### src/pkg/tpwm_consts.svh
// Register offsets, field positions and reset values of the two-channel modulator.
`ifndef TPWM_CONSTS_SVH
`define TPWM_CONSTS_SVH
`define TPWM_ADDR_DUTY0     8'ha1
`define TPWM_ADDR_DUTY1     8'ha2
`define TPWM_ADDR_CONTROL   8'hb2
`define TPWM_RESET_VALUE    8'h00
`define TPWM_RES_MSB        7
`define TPWM_RES_LSB        6
`define TPWM_PRE_MSB        5
`define TPWM_PRE_LSB        2
`define TPWM_EN1_BIT        1
`define TPWM_EN0_BIT        0
`endif

### src/pkg/tpwm_pkg.sv
// Types shared by the two-channel modulator.
`default_nettype none
package tpwm_pkg;
  typedef enum logic [1:0] {
    TPWM_RES5 = 2'h0,
    TPWM_RES6 = 2'h1,
    TPWM_RES7 = 2'h2,
    TPWM_RES8 = 2'h3
  } tpwm_res_e;

  typedef struct packed {
    logic       wr;
    logic       rd;
    logic [7:0] addr;
    logic [7:0] wdata;
  } tpwm_sfr_s;
endpackage

`default_nettype wire

### src/verilog/tpwm_top.sv
// Two-channel pulse-width modulator on the special-function-register space.
// What this block does
// - Two channels share one resolution and prescaler; each has its own duty register.
// - Control bits 7:6 choose a 5, 6, 7 or 8 bit counter.
// - Control bits 5:2 divide the core clock by field plus one.
// - One period lasts (2^n - 1) times (prescale + 1) clock cycles.
// - High fraction is the low n duty bits over 2^n - 1.
// - A duty write changes the output at once, not at period end.
// - A mid-period rewrite keeps the average between old and new duty.
// - Control bit 1 enables channel 1 onto its pin.
// - Control bit 0 enables channel 0 onto its pin.
// - Duty registers are 8 bits; only the low n bits act.
`timescale 1ns/1ns
`default_nettype none
`include "tpwm_consts.svh"

module tpwm_top (
  // Clock, reset and freeze
  input  wire logic              clk,
  input  wire logic              rstn,
  input  wire logic              ce,
  // Register access from the core
  input  wire tpwm_pkg::tpwm_sfr_s sfr,
  output logic [7:0]             sfr_rdata,
  output logic                   sfr_hit,
  // Port pins
  output logic                   channel0_output,
  output logic                   channel1_output
);

  // ----------------------------------------------------------------
  // Registers
  // ----------------------------------------------------------------
  logic [7:0] modulator_control;
  logic [7:0] duty_cycle_channel0;
  logic [7:0] duty_cycle_channel1;
  logic [3:0] prescale_count;
  logic [7:0] period_count;
  logic       tick;
  logic [7:0] top_value;
  logic [7:0] next_rdata;

  // Mask of the bits that take effect at a given resolution.
  function automatic logic [7:0] res_mask(input logic [1:0] res);
    unique case (tpwm_pkg::tpwm_res_e'(res))
      tpwm_pkg::TPWM_RES5: res_mask = 8'h1f;
      tpwm_pkg::TPWM_RES6: res_mask = 8'h3f;
      tpwm_pkg::TPWM_RES7: res_mask = 8'h7f;
      tpwm_pkg::TPWM_RES8: res_mask = 8'hff;
    endcase
  endfunction

  always_ff @(posedge clk or negedge rstn) begin
    if (!rstn) begin
      modulator_control   <= `TPWM_RESET_VALUE;
      duty_cycle_channel0 <= `TPWM_RESET_VALUE;
      duty_cycle_channel1 <= `TPWM_RESET_VALUE;
    end else if (ce && sfr.wr) begin
      // Duty writes land straight in the compare path, so the output follows at once.
      if (sfr.addr == `TPWM_ADDR_CONTROL) modulator_control <= sfr.wdata;
      if (sfr.addr == `TPWM_ADDR_DUTY0) duty_cycle_channel0 <= sfr.wdata;
      if (sfr.addr == `TPWM_ADDR_DUTY1) duty_cycle_channel1 <= sfr.wdata;
    end
  end

  // ----------------------------------------------------------------
  // Register read port
  // ----------------------------------------------------------------
  // Read data holds until the next read, so a slow core may collect it late.
  always_comb begin
    next_rdata = 8'h00;
    sfr_hit    = 1'b1;
    unique case (sfr.addr)
      `TPWM_ADDR_CONTROL: next_rdata = modulator_control;
      `TPWM_ADDR_DUTY0:   next_rdata = duty_cycle_channel0;
      `TPWM_ADDR_DUTY1:   next_rdata = duty_cycle_channel1;
      default:            sfr_hit    = 1'b0;
    endcase
  end

  always_ff @(posedge clk or negedge rstn) begin
    if (!rstn) begin
      sfr_rdata <= 8'h00;
    end else if (ce && sfr.rd) begin
      sfr_rdata <= next_rdata;
    end
  end

  // ----------------------------------------------------------------
  // Prescaler and period counter
  // ----------------------------------------------------------------
  assign top_value = res_mask(modulator_control[`TPWM_RES_MSB:`TPWM_RES_LSB]);
  // Ticking on reaching or passing the factor means a lowered factor costs one short step,
  // not a run through all sixteen prescaler states.
  assign tick = (prescale_count >= modulator_control[`TPWM_PRE_MSB:`TPWM_PRE_LSB]);

  always_ff @(posedge clk or negedge rstn) begin
    if (!rstn) begin
      prescale_count <= 4'h0;
    end else if (ce) begin
      prescale_count <= tick ? 4'h0 : prescale_count + 4'h1;
    end
  end

  // Counter runs 0 .. top-1, so a period is 2^n - 1 ticks; duty of all ones stays high.
  always_ff @(posedge clk or negedge rstn) begin
    if (!rstn) begin
      period_count <= 8'h00;
    end else if (ce && tick) begin
      if (period_count >= top_value - 8'h01) period_count <= 8'h00;
      else period_count <= period_count + 8'h01;
    end
  end

  // ----------------------------------------------------------------
  // Outputs
  // ----------------------------------------------------------------
  // Registered compare; a rewrite only moves the edge, so the average stays between values.
  always_ff @(posedge clk or negedge rstn) begin
    if (!rstn) begin
      channel0_output <= 1'b0;
      channel1_output <= 1'b0;
    end else if (ce) begin
      channel0_output <= modulator_control[`TPWM_EN0_BIT] &&
        (period_count < (duty_cycle_channel0 & top_value));
      channel1_output <= modulator_control[`TPWM_EN1_BIT] &&
        (period_count < (duty_cycle_channel1 & top_value));
    end
  end

  // ----------------------------------------------------------------
  // Checks
  // ----------------------------------------------------------------
  // A control write may move the top or the factor under a running count, so the
  // bound checks leave out the step that follows one.
  logic ctl_wr;

  assign ctl_wr = ce && sfr.wr && (sfr.addr == `TPWM_ADDR_CONTROL);
endmodule

`default_nettype wire

### config.mk
export PLATFORM = sky130hd
export DESIGN_NAME = tpwm_top
export DESIGN_NICKNAME = d
export VERILOG_FILES = /design/src/pkg/tpwm_pkg.sv /design/src/verilog/tpwm_top.sv
export VERILOG_INCLUDE_DIRS = /design/src /design/src/pkg
export SDC_FILE = /design/constraint.sdc
export NUM_CORES = 1
export LEC_CHECK = 0
export ABC_AREA = 1
export BUFFER_PORTS_ARGS = -buffer_cell sky130_fd_sc_hd__clkbuf_2
export CORE_AREA = 3 3 81 67
export CTS_BUF_LIST = sky130_fd_sc_hd__clkbuf_2 sky130_fd_sc_hd__clkbuf_4 sky130_fd_sc_hd__clkbuf_8
export CTS_CLUSTER_DIAMETER = 60
export CTS_CLUSTER_SIZE = 10
export DETAILED_ROUTE_END_ITERATION = 8
export DIE_AREA = 0 0 84 70
export PLACE_DENSITY = 0.81
export SYNTH_ARGS = -nofsm -noshare
export SYNTH_HDL_FRONTEND = slang
export SYNTH_SLANG_ARGS = --single-unit
### constraint.sdc
create_clock -name clk -period 2.2 [get_ports clk]
set_input_delay 0.11 -clock clk [delete_from_list [all_inputs] [get_ports clk]]
set_output_delay 0.11 -clock clk [all_outputs]
set_load 0.02 [all_outputs]
==> results.py <==
metrics = {
    "place": {
        "dpl-instance-area_um2": 3034,
        "dp_hpwl_mm": 5.050,
        "io_buffers": 31,
        "place.gp.congestion": 0.8424,
    },
    "synth": {
        "synth_edf_count": 0,
        "yosysMostFrequentCell": "nand2_1",
        "synth_top_area_frac": 0.4069,
        "syn-num-nets": 405,
        "yosysTopAreaCell": "dfrtp_1",
        "yosysWarningCount": 0,
        "syn_avg_cell_area_um2": 7.858,
        "yosys-top-cells-count": "nand2_1, dfrtp_1, nand3_1, inv_1, o21ai_0",
        "synth_seq_cells": 46,
        "synthArstFlopShare": 1.000,
        "synthFlopType": "dfrtp_1",
        "synthTopCellsByArea": "dfrtp_1, nand2_1, ha_1",
        "yosysSeqAreaShare": 0.4069,
        "syn_inst": 360,
        "syn_area_um2": 2829,
        "synth.distinct_cells": 26,
    },
    "setup_path": {
        "r2r_slack_ps": 400,
        "cpLargestDelayFamily": "simple AND/OR/NAND/NOR gates",
        "max_stage_delay_ps": 350,
        "crit_path_start_kind": "flop",
        "r2r-end": "period_count[2]",
        "crit_top_cell": "nand2_1",
        "cpMaxStageDelayCell": "dfrtp_1",
        "cp-end-kind": "flop",
        "path_cells": "inv_1 > ha_1 > a21oi_1 > nand3_1 > nand2_2 > clkinv_1 > nand2_1 > nand2_1",
        "cp.required_ps": 2390,
        "arrival_ps": 1990,
        "crit_fanout": 10,
        "regToRegStartpoint": "modulator_control[5]",
        "crit_buf_inv": 2,
        "reg2reg_depth": 8,
        "critPathKind": "reg -> reg",
    },
    "route": {
        "drt-initial-drc-count": 144,
        "via_count": 2524,
        "drc": 0,
        "drtPass1Iterations": 5,
        "wire_per_inst_um": 14.71,
        "postRouteAntennaNets": 0,
        "viasPerCell": 5.523,
        "wirelength_mm": 6.722,
    },
    "run": {
        "cap_viol_max_count": 0,
    },
    "cts": {
        "cts_resized": 0,
        "clk_pin_slew_ps": 90,
        "cts.path.max_buffers": 2,
        "h-tree-depth": 2,
        "cts_sinks": 46,
        "cts_tree": "built",
        "numCtsBuffers": 5,
        "cts_root_buffer": "clkbuf_8",
        "clock_latency_ps": 300,
    },
    "global_route": {
        "grt_antenna_before_repair": 0,
        "top_usage_layer": "met2",
        "grt_pass1_vias": 2489,
        "grt_max_degree": 23,
        "grtUsageMet3": 0.07075,
        "grt.met2_usage": 0.4069,
        "use_met1": 0.3303,
        "grtUsageTotal": 0.2494,
        "grt_pass1_wl_mm": 11.76,
        "grt.overflow.total": 0,
    },
    "timing": {
        "fin_skew_ps": 5.833,
        "max_freq_mhz": 555.5,
        "min_period_ps": 1800,
        "max_slew_margin": 0.5563,
        "finalHoldViolations": 0,
        "fin_crit_sh": 0.8183,
        "grt_setup_unrepaired": "false",
        "tightest_slew_ps": 664.0,
        "slew_violations": 0,
        "fin_tns_setup_ps": 0,
        "finalSetupViolations": 0,
    },
    "layout": {
        "diodes": 0,
        "fin_nets": 441,
        "stdcell_area_um2": 3134,
        "areaGrowthSynthToFinish_pct": 10.79,
        "drive_above_1_share": 0.1587,
    },
    "worst_hold_path": {
        "hold_depth": 3,
        "hold_path_end": "modulator_control[6]",
        "hold_path.class": "in -> reg",
        "min-delay-start": "sfr[6]",
    },
    "floorplanning": {
        "core_um2": 4652,
        "die_w_um": 84,
        "ios": 32,
        "die_area_um2": 5880,
        "start_util": 0.6081,
        "rows": 22,
        "die_y_um": 70,
    },
    "pwr": {
        "p_total_w": 0.001918,
        "powerDensity_nw_per_um2": 611.8,
        "irDropWorstVdd_uv": 380.3,
        "leakage_nw": 1.789,
    },
    "status": {
        "status": "finished clean",
    },
}
==> final cells by class <==
type,count,area (um2)
fillers,391,1518
multi-input cells,275,1499
flip-flops and latches,46,1151
repair buffers,37,202.7
inverters,31,116.4
well taps,60,75.07
clock buffers,5,68.82
clock inverters,3,21.27
==> cells in the final DEF, fill, tap and decap left out, drive strengths merged <==
cell type	instances
a21oi	10
buf	5
clkbuf	36
clkinv	3
clkinvlp	1
dfrtp	46
dlygate4sd3	1
ha	24
inv	30
nand2	134
nand3	41
nand3b	1
nand4	4
nor2	21
nor3	1
o21a	2
o21ai	30
o21bai	1
or2	1
xnor2	2
xor2	3
==> logic make-up after synthesis <==
logic type | synth area share
buf+inv | 0.06324
simple gates | 0.3242
fa+ha+maj | 0.1061
compound gates | 0.08403
flops | 0.4069
xor+xnor | 0.01548
==> per-layer routing <==
layer / up-vias / wire [um]
met3: 6 / 523
met2: 106 / 3196
met5: - / 0
met4: 0 / 48
li1: 1246 / -
met1: 1166 / 2954
==> worst min-delay path: cells and delay by family <==
kind,cells,cell delay [ps]
AND/OR/NAND/NOR,2,100
buffers and inverters,1,100
==> power by group <==
part	leakage (nW)	internal, W	switching [W]
registers	0.574	0.000919	0.0000929
logic	1.17	0.000151	0.000230
clock network	0.0441	0.000224	0.000301
==> flip-flops by register name (all words and copies together) (netlist names) <==
signal               flops
prescale_count           4
channel1_output          1
duty_cycle_channel1      8
period_count             8
sfr_rdata                8
duty_cycle_channel0      8
channel0_output          1
modulator_control        8
==> metrics by stage <==
step / hold slack, ps / util / std cells / setup slack, ps
global placement: -76.46 / 0.6522 / 448 / 521.6
floorplan: -185.6 / - / 360 / 592.2
finish: 43.38 / 0.6737 / 457 / 399.7
global route: 50.67 / 0.6737 / 457 / 209.7
CTS: 36.77 / 0.6737 / 457 / 394.0
detailed placement: -75.29 / 0.6522 / 448 / 410.4
==> how the worst max path moves through the flow <==
stage                          from               to  slack, ps  cells after the start
6_report       modulator_control[5]  period_count[2]        400                      8
4_1_cts        modulator_control[5]  period_count[2]        390                      8
3_3_place_gp   modulator_control[5]  period_count[1]        520                      8
3_5_place_dp   modulator_control[5]  period_count[4]        410                      8
5_1_grt        modulator_control[7]  period_count[7]        210                      9
2_1_floorplan  modulator_control[7]  period_count[6]        590                     10
==> repair_timing <==
item                                   CTS  global route
endpoints found under the hold margin   46             0
setup buffers                            0             0
hold buffers                             1             0
Power figures use the tool's default switching activity.
